**config.mk**
```make
export PLATFORM = sky130hd
export DESIGN_NAME = sbc_ctrl
export DESIGN_NICKNAME = d
export VERILOG_FILES = /design/src/verilog/sbc_pkg.sv /design/src/verilog/sbc_sc_filter_clock_gen.sv /design/src/verilog/sbc_chopper.sv /design/src/verilog/sbc_ctrl.sv
export VERILOG_INCLUDE_DIRS = /design/src /design/src/verilog
export SDC_FILE = /design/constraint.sdc
export NUM_CORES = 1
export LEC_CHECK = 0
export BUFFER_PORTS_ARGS = -buffer_cell sky130_fd_sc_hd__buf_2
export CORE_UTILIZATION = 40
export DETAILED_ROUTE_END_ITERATION = 8
export GPL_TIMING_DRIVEN = 0
export PLACE_DENSITY = 0.57
export SLEW_MARGIN = 10
export SYNTH_ARGS = -nofsm -noshare
export SYNTH_HDL_FRONTEND = slang
export SYNTH_SLANG_ARGS = --single-unit
export TNS_END_PERCENT = 10
```
**constraint.sdc**
```tcl
create_clock -name i_clk_sys -period 12.4 [get_ports i_clk_sys]
set_clock_uncertainty 0.05 [all_clocks]
set_input_delay 1.24 -clock i_clk_sys [delete_from_list [all_inputs] [get_ports i_clk_sys]]
set_output_delay 1.24 -clock i_clk_sys [all_outputs]
set_load 0.03 [all_outputs]
```
**src/verilog/sbc_params.svh**
```systemverilog
// constants for the sensorless commutation controller
`ifndef SBC_PARAMS_SVH
`define SBC_PARAMS_SVH

`define SBC_CLK_HZ          100000000
`define SBC_SC_FILTER_CLOCK_MIN_HZ    250000
`define SBC_SC_FILTER_CLOCK_MAX_HZ    4000000
// filter clock divider: half period in system cycles, allowed range from the limits
// the minimum rounds up, otherwise a truncated divider would overshoot 4 MHz
`define SBC_SCDIV_MIN       ((`SBC_CLK_HZ + 2 * `SBC_SC_FILTER_CLOCK_MAX_HZ - 1) / (2 * `SBC_SC_FILTER_CLOCK_MAX_HZ))
`define SBC_SCDIV_MAX       (`SBC_CLK_HZ / (2 * `SBC_SC_FILTER_CLOCK_MIN_HZ))
`define SBC_SCDIV_RST       16'h0028
// chopper period in system cycles (20 kHz default)
`define SBC_CHOP_PER_RST    16'h1388
`define SBC_DUTY_MIN_RST    8'h33
`define SBC_DUTY_MAX_RST    8'he6
`define SBC_DUTY_START_RST  8'h66
// duty is in 1/256 of the period; open time at least 5 %
`define SBC_DUTY_CEIL       8'hf2
`define SBC_STEP_START_RST  24'h0f4240
`define SBC_STEP_MIN_RST    24'h00c350
`define SBC_ACCEL_RST       24'h000100
`define SBC_HAND_RST        24'h01d4c0

`endif

```
**src/verilog/sbc_pkg.sv**
```systemverilog
// types for the sensorless commutation controller
package sbc_pkg;
  typedef enum logic [1:0] {
    SBC_IDLE   = 2'b00,
    SBC_FORCED = 2'b01,
    SBC_FBACK  = 2'b10
  } sbc_mode_type;

  typedef struct packed {
    logic [2:0] hi;
    logic [2:0] lo;
  } sbc_gate_type;

  typedef struct packed {
    logic [15:0] chop_period;
    logic [7:0]  duty;
    logic [7:0]  duty_min;
    logic [7:0]  duty_max;
  } sbc_chop_cfg_type;
endpackage : sbc_pkg

```
**src/verilog/sbc_sc_filter_clock_gen.sv**
```systemverilog
// switched-capacitor filter clock generator
`timescale 1ns/100ps
`default_nettype none
`include "sbc_params.svh"
module sbc_sc_filter_clock_gen (
  input  wire logic        i_clk_sys,
  input  wire logic        i_sys_rst,
  input  wire logic [15:0] i_half_div,
  output logic             o_sc_filter_clock
);
  logic [15:0] half_lim;
  logic [15:0] cnt_reg;
  logic [15:0] cnt_next;
  logic        clk_reg;
  logic        clk_next;

  // clamping keeps the filter clock between 250 kHz and 4 MHz whatever is asked
  always_comb begin
    half_lim = i_half_div;
    if (i_half_div < 16'(`SBC_SCDIV_MIN)) begin
      half_lim = 16'(`SBC_SCDIV_MIN);
    end else if (i_half_div > 16'(`SBC_SCDIV_MAX)) begin
      half_lim = 16'(`SBC_SCDIV_MAX);
    end
    cnt_next = cnt_reg + 16'h0001;
    clk_next = clk_reg;
    if (cnt_reg + 16'h0001 >= half_lim) begin
      cnt_next = 16'h0000;
      clk_next = ~clk_reg;
    end
  end

  always_ff @(posedge i_clk_sys) begin
    if (i_sys_rst) begin
      cnt_reg <= 16'h0000;
      clk_reg <= 1'b0;
    end else begin
      cnt_reg <= cnt_next;
      clk_reg <= clk_next;
    end
  end

  assign o_sc_filter_clock = clk_reg;

  a_sc_filter_clock_half_max: assert property (@(posedge i_clk_sys) disable iff (i_sys_rst)
    $changed(clk_reg) |-> ##1 (!$changed(clk_reg) [*1])
  ) else $error("filter clock toggled too fast");
endmodule : sbc_sc_filter_clock_gen
`default_nettype wire

```
**src/verilog/sbc_chopper.sv**
```systemverilog
// shared chopper pwm with clamped duty
`timescale 1ns/100ps
`default_nettype none
`include "sbc_params.svh"
module sbc_chopper (
  input  wire logic                      i_clk_sys,
  input  wire logic                      i_sys_rst,
  input  wire sbc_pkg::sbc_chop_cfg_type i_cfg,
  output logic                           o_chop,
  output logic                           o_period_start
);
  logic [15:0] cnt_reg;
  logic [15:0] cnt_next;
  logic [7:0]  duty_reg;
  logic [7:0]  duty_next;
  logic [7:0]  lo_b;
  logic [7:0]  hi_b;
  logic [23:0] on_cycles;
  logic        chop_reg;
  logic        chop_next;

  // duty is latched once per period so a mid-period change cannot shorten the open time
  always_comb begin
    lo_b = i_cfg.duty_min;
    hi_b = (i_cfg.duty_max > `SBC_DUTY_CEIL) ? `SBC_DUTY_CEIL : i_cfg.duty_max;
    duty_next = duty_reg;
    cnt_next = cnt_reg + 16'h0001;
    if (cnt_reg + 16'h0001 >= i_cfg.chop_period) begin
      cnt_next = 16'h0000;
      if (i_cfg.duty < lo_b) begin
        duty_next = lo_b;
      end else if (i_cfg.duty > hi_b) begin
        duty_next = hi_b;
      end else begin
        duty_next = i_cfg.duty;
      end
    end
    on_cycles = 24'(({8'h00, i_cfg.chop_period} * {16'h0000, duty_reg}) >> 8);
    chop_next = ({8'h00, cnt_next} < on_cycles);
  end

  always_ff @(posedge i_clk_sys) begin
    if (i_sys_rst) begin
      cnt_reg  <= 16'h0000;
      duty_reg <= `SBC_DUTY_MIN_RST;
      chop_reg <= 1'b0;
    end else begin
      cnt_reg  <= cnt_next;
      duty_reg <= duty_next;
      chop_reg <= chop_next;
    end
  end

  assign o_chop         = chop_reg;
  assign o_period_start = (cnt_reg == 16'h0000);

  a_chop_open_end: assert property (@(posedge i_clk_sys) disable iff (i_sys_rst)
    (cnt_reg + 16'h0001 == i_cfg.chop_period) && (i_cfg.chop_period >= 16'h0020)
      |-> !chop_reg
  ) else $error("coils not open at end of chopper period");
  a_duty_in_range: assert property (@(posedge i_clk_sys) disable iff (i_sys_rst)
    ##1 (duty_reg >= lo_b || lo_b > hi_b) && (duty_reg <= `SBC_DUTY_CEIL)
  ) else $error("latched duty outside limits");
endmodule : sbc_chopper
`default_nettype wire

```
**src/verilog/sbc_ctrl.sv**
```systemverilog
// sensorless block commutation controller: forced start, hall feedback, fallback
`timescale 1ns/100ps
`default_nettype none
`include "sbc_params.svh"
module sbc_ctrl (
  input  wire logic        i_clk_sys,
  input  wire logic        i_sys_rst,
  input  wire logic        i_run,
  input  wire logic        i_dir_rev,
  input  wire logic        i_restart_on_err,
  input  wire logic [15:0] i_sc_half_div,
  input  wire logic [15:0] i_chop_period,
  input  wire logic [7:0]  i_duty,
  input  wire logic [7:0]  i_duty_min,
  input  wire logic [7:0]  i_duty_max,
  input  wire logic [7:0]  i_duty_start,
  input  wire logic [23:0] i_step_start,
  input  wire logic [23:0] i_step_min,
  input  wire logic [23:0] i_accel,
  input  wire logic [23:0] i_hand_step,
  input  wire logic [2:0]  i_emulated_hall_out,
  output logic             o_sc_filter_clock,
  output logic [2:0]       o_gate_hi,
  output logic [2:0]       o_gate_lo,
  output logic [1:0]       o_mode,
  output logic             o_seq_err,
  output logic [23:0]      o_speed_period,
  output logic             o_dir_meas_rev,
  output logic             o_hall_valid
);
  // ---------------------------------------------------------------------------
  // signals
  // ---------------------------------------------------------------------------
  sbc_pkg::sbc_mode_type     mode_reg;
  sbc_pkg::sbc_mode_type     mode_next;
  sbc_pkg::sbc_chop_cfg_type chop_cfg;
  sbc_pkg::sbc_gate_type     gate_reg;
  sbc_pkg::sbc_gate_type     gate_next;
  logic [2:0]  hall_s1_reg;
  logic [2:0]  hall_s2_reg;
  logic [2:0]  hall_prev_reg;
  logic [2:0]  hall_prev_next;
  logic [2:0]  step_reg;
  logic [2:0]  step_next;
  logic [23:0] per_reg;
  logic [23:0] per_next;
  logic [23:0] tmr_reg;
  logic [23:0] tmr_next;
  logic [23:0] meas_reg;
  logic [23:0] meas_next;
  logic [23:0] spd_reg;
  logic [23:0] spd_next;
  logic        dir_reg;
  logic        dir_next;
  logic        valid_reg;
  logic        valid_next;
  logic        err_reg;
  logic        err_next;
  logic        chop;
  logic        hall_chg;
  logic        hall_bad;
  logic        hall_fwd;
  logic        hall_rev;
  logic [2:0]  hall_pos;
  logic [2:0]  prev_pos;
  logic [2:0]  adv_pos;
  logic [2:0]  back_pos;

  // ---------------------------------------------------------------------------
  // sub-blocks
  // ---------------------------------------------------------------------------
  sbc_sc_filter_clock_gen u_sc_filter_clock (
    .i_clk_sys         (i_clk_sys),
    .i_sys_rst         (i_sys_rst),
    .i_half_div        (i_sc_half_div),
    .o_sc_filter_clock (o_sc_filter_clock)
  );

  // the start-up duty holds current high enough to turn the load blind
  always_comb begin
    chop_cfg.chop_period = i_chop_period;
    chop_cfg.duty_min    = i_duty_min;
    chop_cfg.duty_max    = i_duty_max;
    chop_cfg.duty        = (mode_reg == sbc_pkg::SBC_FORCED) ? i_duty_start : i_duty;
  end

  sbc_chopper u_chop (
    .i_clk_sys      (i_clk_sys),
    .i_sys_rst      (i_sys_rst),
    .i_cfg          (chop_cfg),
    .o_chop         (chop),
    .o_period_start ()
  );

  // ---------------------------------------------------------------------------
  // hall input synchroniser and table lookup
  // ---------------------------------------------------------------------------
  always_ff @(posedge i_clk_sys) begin
    if (i_sys_rst) begin
      hall_s1_reg <= 3'h0;
      hall_s2_reg <= 3'h0;
    end else begin
      hall_s1_reg <= i_emulated_hall_out;
      hall_s2_reg <= hall_s1_reg;
    end
  end

  // hall code to table position; 0 and 7 map to an illegal marker
  function automatic logic [2:0] hall_to_pos(input logic [2:0] h);
    logic [2:0] p;
    p = 3'h7;
    unique case (h)
      3'h1: p = 3'h0;
      3'h3: p = 3'h1;
      3'h2: p = 3'h2;
      3'h6: p = 3'h3;
      3'h4: p = 3'h4;
      3'h5: p = 3'h5;
      default: p = 3'h7;
    endcase
    return p;
  endfunction : hall_to_pos

  function automatic logic [2:0] pos_inc(input logic [2:0] p);
    return (p == 3'h5) ? 3'h0 : 3'(p + 3'h1);
  endfunction : pos_inc

  function automatic logic [2:0] pos_dec(input logic [2:0] p);
    return (p == 3'h0) ? 3'h5 : 3'(p - 3'h1);
  endfunction : pos_dec

  // single table: position -> high phase, low phase (one-hot)
  function automatic sbc_pkg::sbc_gate_type pos_to_gate(input logic [2:0] p);
    sbc_pkg::sbc_gate_type g;
    g = '0;
    unique case (p)
      3'h0: g = '{hi: 3'h1, lo: 3'h2};
      3'h1: g = '{hi: 3'h1, lo: 3'h4};
      3'h2: g = '{hi: 3'h2, lo: 3'h4};
      3'h3: g = '{hi: 3'h2, lo: 3'h1};
      3'h4: g = '{hi: 3'h4, lo: 3'h1};
      3'h5: g = '{hi: 3'h4, lo: 3'h2};
      default: g = '0;
    endcase
    return g;
  endfunction : pos_to_gate

  always_comb begin
    hall_pos = hall_to_pos(hall_s2_reg);
    prev_pos = hall_to_pos(hall_prev_reg);
    adv_pos  = pos_inc(prev_pos);
    back_pos = pos_dec(prev_pos);
    hall_chg = (hall_s2_reg != hall_prev_reg);
    hall_fwd = hall_chg && (prev_pos != 3'h7) && (hall_pos == adv_pos);
    hall_rev = hall_chg && (prev_pos != 3'h7) && (hall_pos == back_pos);
    // steady illegal codes count as one event, raised when they appear
    hall_bad = hall_chg && ((hall_pos == 3'h7) ||
               ((prev_pos != 3'h7) && !hall_fwd && !hall_rev));
  end

  // ---------------------------------------------------------------------------
  // commutation state machine
  // ---------------------------------------------------------------------------
  always_comb begin
    mode_next      = mode_reg;
    step_next      = step_reg;
    per_next       = per_reg;
    tmr_next       = tmr_reg + 24'h000001;
    meas_next      = (meas_reg == 24'hffffff) ? meas_reg : meas_reg + 24'h000001;
    spd_next       = spd_reg;
    dir_next       = dir_reg;
    valid_next     = valid_reg;
    err_next       = 1'b0;
    hall_prev_next = hall_s2_reg;
    if (hall_chg && !hall_bad) begin
      spd_next   = meas_reg;
      meas_next  = 24'h000000;
      dir_next   = hall_rev;
      valid_next = 1'b1;
    end
    if (hall_bad) begin
      valid_next = 1'b0;
    end
    unique case (mode_reg)
      sbc_pkg::SBC_IDLE: begin
        tmr_next = 24'h000000;
        per_next = i_step_start;
        if (i_run) begin
          mode_next = sbc_pkg::SBC_FORCED;
        end
      end
      sbc_pkg::SBC_FORCED: begin
        // hall edges are ignored here; stepping is blind like a stepper
        if (tmr_reg >= per_reg) begin
          tmr_next  = 24'h000000;
          step_next = i_dir_rev ? pos_dec(step_reg) : pos_inc(step_reg);
          per_next  = (per_reg > i_step_min + i_accel) ? per_reg - i_accel : i_step_min;
          if (per_reg <= i_hand_step) begin
            mode_next = sbc_pkg::SBC_FBACK;
          end
        end
      end
      sbc_pkg::SBC_FBACK: begin
        if (hall_bad) begin
          err_next = 1'b1;
          mode_next = sbc_pkg::SBC_FORCED;
          tmr_next  = 24'h000000;
          if (i_restart_on_err) begin
            per_next = i_step_start;
          end else begin
            per_next = (spd_reg > i_step_min) ? spd_reg : i_step_min;
          end
        end else if (hall_pos != 3'h7) begin
          step_next = hall_pos;
        end
      end
      default: begin
        mode_next = sbc_pkg::SBC_IDLE;
      end
    endcase
    if (!i_run) begin
      mode_next = sbc_pkg::SBC_IDLE;
    end
    if (mode_reg == sbc_pkg::SBC_IDLE) begin
      gate_next = '0;
    end else begin
      gate_next    = pos_to_gate(step_reg);
      gate_next.hi = gate_next.hi & {3{chop}};
      gate_next.lo = gate_next.lo & {3{chop}};
    end
  end

  always_ff @(posedge i_clk_sys) begin
    if (i_sys_rst) begin
      mode_reg      <= sbc_pkg::SBC_IDLE;
      step_reg      <= 3'h0;
      per_reg       <= `SBC_STEP_START_RST;
      tmr_reg       <= 24'h000000;
      meas_reg      <= 24'h000000;
      spd_reg       <= 24'hffffff;
      dir_reg       <= 1'b0;
      valid_reg     <= 1'b0;
      err_reg       <= 1'b0;
      hall_prev_reg <= 3'h0;
      gate_reg      <= '0;
    end else begin
      mode_reg      <= mode_next;
      step_reg      <= step_next;
      per_reg       <= per_next;
      tmr_reg       <= tmr_next;
      meas_reg      <= meas_next;
      spd_reg       <= spd_next;
      dir_reg       <= dir_next;
      valid_reg     <= valid_next;
      err_reg       <= err_next;
      hall_prev_reg <= hall_prev_next;
      gate_reg      <= gate_next;
    end
  end

  assign o_gate_hi      = gate_reg.hi;
  assign o_gate_lo      = gate_reg.lo;
  assign o_mode         = mode_reg;
  assign o_seq_err      = err_reg;
  assign o_speed_period = spd_reg;
  assign o_dir_meas_rev = dir_reg;
  assign o_hall_valid   = valid_reg;

  // ---------------------------------------------------------------------------
  // assertions
  // ---------------------------------------------------------------------------
  a_gate_shared_chop: assert property (@(posedge i_clk_sys) disable iff (i_sys_rst)
    (mode_reg != sbc_pkg::SBC_IDLE) |=> ((o_gate_hi != 3'h0) == $past(chop)) &&
      ((o_gate_lo != 3'h0) == $past(chop))
  ) else $error("high and low side not gated by one chopper");
  a_gate_one_each: assert property (@(posedge i_clk_sys) disable iff (i_sys_rst)
    $onehot0(o_gate_hi) && $onehot0(o_gate_lo) && ((o_gate_hi & o_gate_lo) == 3'h0)
  ) else $error("commutation output not a legal table entry");
  a_forced_blind: assert property (@(posedge i_clk_sys) disable iff (i_sys_rst)
    (mode_reg == sbc_pkg::SBC_FORCED) && (tmr_reg < per_reg) && i_run
      |=> $stable(step_reg)
  ) else $error("forced step moved before its period");
  a_handover: assert property (@(posedge i_clk_sys) disable iff (i_sys_rst)
    (mode_reg == sbc_pkg::SBC_FORCED) && (tmr_reg >= per_reg) && (per_reg <= i_hand_step)
      && i_run |=> (mode_reg == sbc_pkg::SBC_FBACK)
  ) else $error("no handover at threshold");
  a_err_fallback: assert property (@(posedge i_clk_sys) disable iff (i_sys_rst)
    (mode_reg == sbc_pkg::SBC_FBACK) && hall_bad && i_run
      |=> (mode_reg == sbc_pkg::SBC_FORCED) && o_seq_err
  ) else $error("sequence error did not fall back to forced mode");
  a_err_event: assert property (@(posedge i_clk_sys) disable iff (i_sys_rst)
    (mode_reg == sbc_pkg::SBC_FBACK) && hall_chg && (hall_s2_reg == 3'h0 ||
      hall_s2_reg == 3'h7) |=> o_seq_err ##1 !o_seq_err [*1]
  ) else $error("illegal hall code not flagged");
  a_speed_meas: assert property (@(posedge i_clk_sys) disable iff (i_sys_rst)
    hall_fwd |=> o_hall_valid && !o_dir_meas_rev && (o_speed_period == $past(meas_reg))
  ) else $error("speed or direction not captured on valid edge");
  a_fb_follows_hall: assert property (@(posedge i_clk_sys) disable iff (i_sys_rst)
    (mode_reg == sbc_pkg::SBC_FBACK) && hall_fwd && i_run |=> (step_reg == $past(hall_pos))
  ) else $error("feedback step does not follow hall");
endmodule : sbc_ctrl
`default_nettype wire

```
==> Yosys cells after proc, flatten, opt, wreduce, memory -nomap -nowiden <==
Index checks and enable logic that the tools add are counted.
{ "word_totals": {"out_inout_bits": 36, "input_bits": 168, "regBits": 161, "wordCells": 138} }
{ "op_classes": {"n_reduce_logical": 25, "n_lt_le_gt_ge": 12, "n_eq_ne": 32, "mux": 34, "addsub": 10, "mul": 1, "n_bitwise": 5} }
{ "ops": {"columns": ["operator", "count"], "rows": [
  ["$mux 24", 7],
  ["$pmux 24 s3", 2],
  ["$add 24x1->24 const B", 2],
  ["$gt 24x24->1", 2],
  ["$mux 16", 3],
  ["$pmux 3 s6", 2],
  ["$pmux 6 s6", 1],
  ["$add 16x1->16 const B", 2],
  ["$ge 16x16->1", 2],
  ["$mux 8", 4],
  ["$eq 3x3->1 const B", 10],
  ["$add 24x24->24", 1],
  ["$eq 24x24->1 const B", 1],
  ["$ge 24x24->1", 1],
  ["$le 24x24->1", 1],
  ["$mul 16x8->24", 1],
  ["$mux 3", 8],
  ["$sub 24x24->24", 1],
  ["$eq 3x2->1 const B", 6],
  ["$gt 16x8->1 const B", 1],
  ["$lt 16x16->1", 1],
  ["$lt 16x4->1 const B", 1],
  ["$reduce_or 2->1", 6],
  ["$eq 3x1->1 const B", 3],
  ["28 further kinds", 50]
]} }

==> Logic depth before layout (Yosys ltp) <==
Gate-level depths: netlist (run 1).
{ "logic_depth": {"ltp_word": 14, "mapped_depth": 29, "ltp_nobuf": 28} }

==> Hierarchy <==
Synthesis (run 1) repeated with hierarchy kept, for this count alone.
{ "hier_totals": {"hier_cells": 2257, "hier_area_um2": 18266.3} }
{ "by_module_without_submodules": {"columns": ["mod", "cells_each", "area_each_um2", "instances"], "rows": [
  ["sbc_ctrl", 1350, 10684.0, 1],
  ["sbc_chopper", 769, 6384.9, 1],
  ["sbc_sc_filter_clock_gen", 138, 1197.4, 1]
]} }

==> Least setup slack after synthesis (run 1) <==
No wires, ideal clock.
{ "synth_timing": {"path_kind": "input-to-reg", "startpoint": "in i_chop_period[1]", "endpoint": "reg u_chop.chop_reg, in the netlist u_chop.o_chop", "cell_stages": 25, "slack_ns": 5.657, "setup_time_ns": 0.070, "t_arrival_ns": 6.623, "n_path_buf": 0, "cell_sequence": "and2_1 > fa_1 > fa_1 > fa_1 > inv_1 > fa_1 > inv_1 > ha_1 > a21oi_1 > nand2_1 > a221oi_1 > o21ai_0 > a21o_1 > nor2_1 > xor2_1 > ha_1 > a21o_1 > a21o_1 > a21o_1 > a21o_1 > a21oi_1 > nor2b_1 > o21ai_0 > o211ai_1 > a21oi_1"} }
{ "synth_via": {"elab_chain_cells": 3, "word_cells_on_any_way": 4} }
{ "synth_lines": {"columns": ["element", "line", "text"], "rows": [
  ["start, declared", "sbc_ctrl.sv:12", "input wire logic [15:0] i_chop_period,"],
  ["branches (longest 2 deep; another with $mul 16x8->24)", null, null],
  ["$lt 16x16->1 *", "sbc_chopper.sv:39", "chop_next = ({8'h00, cnt_next} < on_cycles);"],
  ["end signal, assigned", "sbc_chopper.sv:50", "chop_reg <= chop_next;"],
  ["end, declared", "sbc_chopper.sv:19", "logic chop_reg;"]
]} }
Mark *: on every way between the ends.
A chain may end at the register's enable or synchronous reset.

==> Worst setup path after layout (run 1) <==
{ "layout_timing": {"startpoint": "reg u_chop.duty_reg[7]", "endpoint": "reg u_chop.chop_reg, in the netlist u_chop.o_chop"} }
{ "layout_via": {"elab_chain_cells": 2} }
{ "layout_lines": {"columns": ["element", "line", "text"], "rows": [
  ["start, declared", "sbc_chopper.sv:14", "logic [7:0] duty_reg;"],
  ["start signal, assigned", "sbc_chopper.sv:45", "duty_reg <= `SBC_DUTY_MIN_RST;"],
  ["start signal, assigned", "sbc_chopper.sv:49", "duty_reg <= duty_next;"],
  ["$mul 16x8->24", "sbc_chopper.sv:38", "on_cycles = 24'(({8'h00, i_cfg.chop_period} * {16'h0000, duty_reg}) >> 8);"],
  ["$lt 16x16->1", "sbc_chopper.sv:39", null]
]} }
Every way passes these cells.

==> results.tsv, run 1 <==
metric	value	unit
max-slew violation count	0	
RSZ-0062 raised after global routing	false	
Post CTS Setup Buffer Count	0	
Clock transition at path regs	0.07	ns
Antenna Violating Nets Remaining	0	
Crit. End Element	flip-flop	
pin count of the biggest net entering global routing	17	
Critical Path AT	7.79	ns
via count normalized by instance count	5.314	
ratio of cells with drive above 1 in the final layout	0.1220	
H-Tree Level Count	4	
via count of the first global-routing pass	16180	
total wirelength of the detailed-routed design	54.30	mm
number of vias after detailed routing	16230	
growth of design area from synthesis to finish	13.22	%
wire length of the first global-routing pass	86.53	mm
number of endpoints with negative hold slack in the final report	0	
count of clock tree sinks	161	
Fin Setup TNS	0	ns
Core Region	0.04355	mm²
mean area per synthesized cell	7.995	µm²
clock tree from TritonCTS	built	
initial antenna violation count	2	
Synth Warn #	0	
worst-path fanout max	10	
largest buffer count on any clock path	2	
data required time of the worst path	12.71	ns
DRC errors left	0	
outcome	finished clean	
number of unique standard cell types used by synthesis	94	
Rows	76	
final weighted congestion in routability-driven placement	0.9484	
synthesized flop and latch total	161	
clock network latency to the later pin of the worst-skew pair	0.45	ns
1st-iter DRT viols	864	
area of the die	0.04540	mm²
I/O pins	204	
Setup Slack @ Placement	4.577	ns
top post-synthesis cells by area	dfxtp_1 18%, ha_1 18%, fa_1 9.5%	
post-cts gate resize count	0	
Startpoint Class	flip-flop	
remaining global-route overflow	0	
relative max-transition margin	0.4396	
buffers and inverters on the worst path	4	
EDFF count, synth	0	
type of the worst setup path	flip-flop to flip-flop	
largest voltage drop on the vdd net	79.85	µV
die height	213.1	µm
number of iterations in the first detailed-routing pass	6	
proportion of synthesized flip-flops having asynchronous set or reset	0	
per-cell routed wire length	17.78	µm
Max stage delay cell, worst path	fa_1	
highest achievable clock rate	0.1337	GHz
largest area contributor in the netlist	dfxtp_1	
Seq/Total Area, Yosys	0.1809	
total power density per cell area	103.3	mW/mm²
minimum setup slack in the final design	4.919	ns
net count reported at finish	2963	
hold-fix buffers at CTS	0	
starting density of the core	0.4092	
die width	213.1	µm
GR Util All Layers	0.2462	
synthesized instance count	2229	
clock period minus final worst setup slack	7.481	ns
Inserted Clock Buffers	17	
I/O Buffers	200	
setup violation total in the final timing report	0	
longest individual stage delay on the worst path	0.57	ns
class of the most critical hold timing path	flip-flop to flip-flop	
largest delay contributor family on the critical path	adder cells	
portion of synthesized cell area occupied by the leading cell type	0.1809	
hpwl dp	45.40	mm
top flip-flop cell by instance count after synthesis	dfxtp_1	
summed instance area of the synthesized netlist	0.01782	mm²
leakage power	9.925	nW
Root Buffer	clkbuf_16	
Final Cycle Share	0.6033	
# Max-Cap Violations	0	
Least-Margin Pin Slew	0.8350	ns
## path summary, 6_finish.rpt
path	startpoint	end	cells past startpoint	slack [ns]
max	u_chop.duty_reg[7]$_SDFFE_PP0P_	u_chop.o_chop$_SDFF_PP0_	28	4.92
min	hall_s1_reg[0]$_SDFF_PP0_	hall_prev_next[0]$_SDFF_PP0_	1	0.39
max reg2reg	u_chop.duty_reg[7]$_SDFFE_PP0P_	u_chop.o_chop$_SDFF_PP0_	28	4.92
min reg2reg	hall_s1_reg[0]$_SDFF_PP0_	hall_prev_next[0]$_SDFF_PP0_	1	0.39
## cell usage in the layout, fill, tap and decap left out, types with 17 or more instances in the layout
cell type,count
and2_1,103
ha_1,255
nand3_1,79
nand4_1,45
mux2i_1,33
and3_1,36
nor2_1,180
a21oi_1,125
o21ai_0,84
clkbuf_1,48
nor3_1,36
buf_2,215
nor2b_1,32
a21o_1,46
xnor2_1,64
fa_1,85
inv_1,266
dfxtp_1,161
nand2b_1,17
clkbuf_16,17
nand2_1,194
o211ai_1,22
xor2_1,71
## Yosys cell counts (6+ instances only)
| library cell | count |
|---|---|
| clkbuf_1 | 47 |
| or3_1 | 6 |
| inv_1 | 266 |
| fa_1 | 85 |
| o21ai_1 | 9 |
| and2_1 | 103 |
| dfxtp_1 | 161 |
| a221oi_1 | 10 |
| xor2_1 | 71 |
| mux2_2 | 14 |
| o21a_1 | 14 |
| ha_1 | 255 |
| nor4_1 | 11 |
| nor2_1 | 180 |
| nand2b_1 | 17 |
| nor3_1 | 37 |
| nand2_1 | 194 |
| a211oi_1 | 12 |
| o211ai_1 | 22 |
| mux2i_1 | 33 |
| and3_1 | 36 |
| a21o_1 | 46 |
| a21oi_1 | 125 |
| o21ai_0 | 84 |
| nor2b_1 | 32 |
| nand4_1 | 45 |
| and4_1 | 6 |
| o221ai_1 | 7 |
| a31oi_1 | 12 |
| or2_2 | 10 |
| buf_2 | 15 |
| nand3_1 | 79 |
| xnor2_1 | 64 |
| o32ai_1 | 6 |
## logic make-up (layout without fill, tap and decap cells)
family | Yosys count | after routing | share of synthesized area
muxes | 47 | 47 | 0.02738
buffers and inverters | 337 | 569 | 0.07393
DFF | 161 | 161 | 0.1809
other | 1 | 10 | 0.0002104
AOI/OAI and AO/OA | 423 | 423 | 0.1560
adders and majority gates | 340 | 340 | 0.2745
and+or+nand+nor | 785 | 785 | 0.2207
xor gates and xnor gates | 135 | 135 | 0.06635
## metrics by stage
stage | cell area [µm²] | utilization | hold slack [ns] | std cells | power, W
floorplan | 17850 | - | 0.3638 | 2236 | 0.001273
global placement | 19580 | 0.4496 | 0.3725 | 3021 | 0.001534
detailed placement | 19590 | 0.4497 | 0.3728 | 3021 | 0.001556
CTS | 20170 | 0.4631 | 0.3916 | 3053 | 0.002091
global route | 20170 | 0.4632 | 0.4137 | 3054 | 0.002246
finish | 20180 | 0.4633 | 0.3893 | 3055 | 0.002085
## cell type report
type	instances	area, µm²
multi-input combinational	1738	13320
sequential	161	3223
clock inverter	13	137.6
timing repair buffer	200	1001
inverter	266	998.5
clock buffer	19	442.9
antenna	2	5.005
fill	4441	23370
tap	585	732.0
buffer	71	319.1
## power by group
part	switching [W]	internal [W]	total (W)
Combinational	0.000572	0.000390	0.000962
Clock	0.000242	0.000289	0.000531
Sequential	0.0000467	0.000545	0.000592
Total	0.000860	0.00122	0.00208
## metal layers
metal  vias up  part of all wire  global-route usage
li1       8117                 -                   -
met1      7669              0.48              0.3315
met2       389              0.45              0.4067
met3        58             0.048             0.03530
met4         0             0.024             0.07120
met5         -                 0                   0
No activity file was read; power rests on OpenSTA's default activity.
==> run 2: changes to the inputs <==
==> constraint.sdc (replaced) <==
create_clock -name i_clk_sys -period 7.22 [get_ports i_clk_sys]
set_clock_uncertainty 0.05 [all_clocks]
set_input_delay 0.722 -clock i_clk_sys [delete_from_list [all_inputs] [get_ports i_clk_sys]]
set_output_delay 0.722 -clock i_clk_sys [all_outputs]
set_load 0.03 [all_outputs]
==> run 2 against run 1 <==
Sequential cell count is the same; largest power group unchanged; critical endpoint unchanged; register-to-register slack lost 4.5 ns; sequential power grew 72%; maximum frequency grew 10%; setup slack lost 4.5 ns; worst hold slack is essentially flat; global-route usage is essentially flat.
==> results.tsv, run 2 (synthesized netlist as in run 1, its figures left out) <==
metric	value	unit
worst-path fanout max	10	
final instance count without filler cells	3055	
Critical Path AT	7.10	ns
met2 Track Usage GR	0.4076	
total wirelength of the detailed-routed design	54.27	mm
hpwl dp	45.40	mm
clock network latency to the later pin of the worst-skew pair	0.44	ns
number of iterations in the first detailed-routing pass	6	
top library cells by usage in the layout, fill and taps aside	266 x inv_1, 255 x ha_1, 216 x buf_2	
Max stage delay cell, worst path	fa_1	
number of endpoints with negative hold slack in the final report	0	
hold-fix buffers at CTS	0	
class of the most critical hold timing path	flip-flop to flip-flop	
leakage power	9.945	nW
Layout Cell Area excl Fill	0.02020	mm²
largest buffer count on any clock path	2	
dpl cells	3021	
Final Cycle Share	0.9412	
number of vias after detailed routing	16170	
relative max-transition margin	0.4329	
die height	213.1	µm
commonest non-fill, non-tap cell in the layout	inv_1	
final weighted congestion in routability-driven placement	0.9484	
I/O Buffers	200	
net count reported at finish	2963	
global routing usage on met1	0.3321	
minimum setup slack in the final design	0.4248	ns
Crit. End Element	flip-flop	
largest voltage drop on the vdd net	137.0	µV
Setup Slack @ Placement	-0.2570	ns
Post CTS Setup Buffer Count	0	
clock tree from TritonCTS	built	
type of the worst setup path	flip-flop to flip-flop	
Clock transition at path regs	0.07	ns
total power density per cell area	177.5	mW/mm²
longest individual stage delay on the worst path	0.53	ns
ratio of cells with drive above 1 in the final layout	0.1252	
max-slew violation count	0	
Inserted Clock Buffers	17	
per-cell routed wire length	17.76	µm
die width	213.1	µm
clock period minus final worst setup slack	6.795	ns
starting density of the core	0.4092	
worst reg2reg path startpoint	u_chop.duty_reg[4]$_SDFFE_PP1P_	
remaining global-route overflow	0	
1st-iter DRT viols	909	
pin count of the biggest net entering global routing	17	
area of the die	0.04540	mm²
I/O pins	204	
RSZ-0062 raised after global routing	false	
global-route layer with the greatest usage	met2	
Rows	76	
number of inserted filler cells in the final layout	4448	
# Max-Cap Violations	0	
highest achievable clock rate	0.1472	GHz
instance area after placement	0.01959	mm²
count of clock tree sinks	161	
setup violation total in the final timing report	0	
data required time of the worst path	7.53	ns
Startpoint Class	flip-flop	
startpoint of the worst setup timing path	u_chop.duty_reg[4]$_SDFFE_PP1P_	
DRC errors left	0	
wire length of the first global-routing pass	86.59	mm
initial antenna violation count	2	
final core utilization	0.4637	
H-Tree Level Count	4	
growth of design area from synthesis to finish	13.33	%
FF-to-FF setup slack	0.42	ns
outcome	finished clean	
Core Region	0.04355	mm²
via count of the first global-routing pass	16190	
Least-Margin Pin Slew	0.8450	ns
via count normalized by instance count	5.293	
Root Buffer	clkbuf_16	
GRT met3 Usage	0.03471	
Antenna Violating Nets Remaining	0	
launch instance of the worst min-delay path	hall_s1_reg[0]$_SDFF_PP0_	
GR Util All Layers	0.2463	
run 2: cell types whose count changed in the layout (fill, tap and decap cells not counted):
cell and change:
a221oi_2 +1, dfxtp_1 -1, o21ai_0 -1, clkbuf_1 -6, o21ai_1 +1, buf_2 +1
dfxtp_2 +1, clkbuf_4 +2, clkbuf_2 +3, a221oi_1 -1
run 2: critical path, delay by kind of cell, from the launching register on:
| family | cells | cell delay [ns] |
|---|---|---|
| adder cells (fa/ha/maj) | 6 | 2.74 |
| AO/OA/AOI/OAI | 10 | 2.01 |
| AND/OR/NAND/NOR | 7 | 0.67 |
| flip-flops | 1 | 0.51 |
| buffers and inverters | 4 | 0.48 |
| XOR/XNOR | 1 | 0.22 |
run 2: area by class of cell:
type | instances | area (µm²) | area share
multi-input cells | 1738 | 13320 | 0.6597
flip-flops and latches | 161 | 3224 | 0.1596
repair buffers | 200 | 1001 | 0.04956
inverters | 266 | 998.5 | 0.04944
well taps | 585 | 732.0 | 0.03624
clock buffers | 19 | 442.9 | 0.02193
plain buffers | 71 | 331.6 | 0.01642
clock inverters | 13 | 137.6 | 0.006815
diodes | 2 | 5.005 | 0.0002478
run 2: metal layers:
| layer | vias to the layer above | wire length [µm] |
|---|---|---|
| met3 | 48 | 2986 |
| li1 | 8114 | - |
| met5 | - | 0 |
| met4 | 0 | 1226 |
| met1 | 7603 | 25440 |
| met2 | 405 | 24620 |
run 2: worst paths after layout:
| check | end | depth (start not counted) |
|---|---|---|
| setup / recovery | u_chop.o_chop$_SDFF_PP0_ | 28 |
| setup reg to reg | u_chop.o_chop$_SDFF_PP0_ | 28 |
| hold / removal | hall_prev_next[0]$_SDFF_PP0_ | 1 |
| hold reg to reg | hall_prev_next[0]$_SDFF_PP0_ | 1 |
run 2: where the power goes:
group          total (W)  internal (W)  switching, W
Sequential       0.00102      0.000937     0.0000802
Combinational    0.00166      0.000672      0.000986
Clock           0.000909      0.000497      0.000413
run 2: metrics by stage:
stage	setup TNS (ns)	hold WS (ns)	total power, W
after floorplan	0	0.3638	0.002186
after global placement	-0.1432	0.3725	0.002634
after detailed placement	-0.2570	0.3728	0.002672
after CTS	0	0.3916	0.003594
after global routing	0	0.4137	0.003862
final	0	0.3891	0.003585
run 2: what timing repair did:
| item | in CTS | in global routing |
|---|---|---|
| gates resized for setup | 5 | 11 |
| gates cloned | 0 | 0 |
| endpoints found under the setup margin | 1 | 1 |
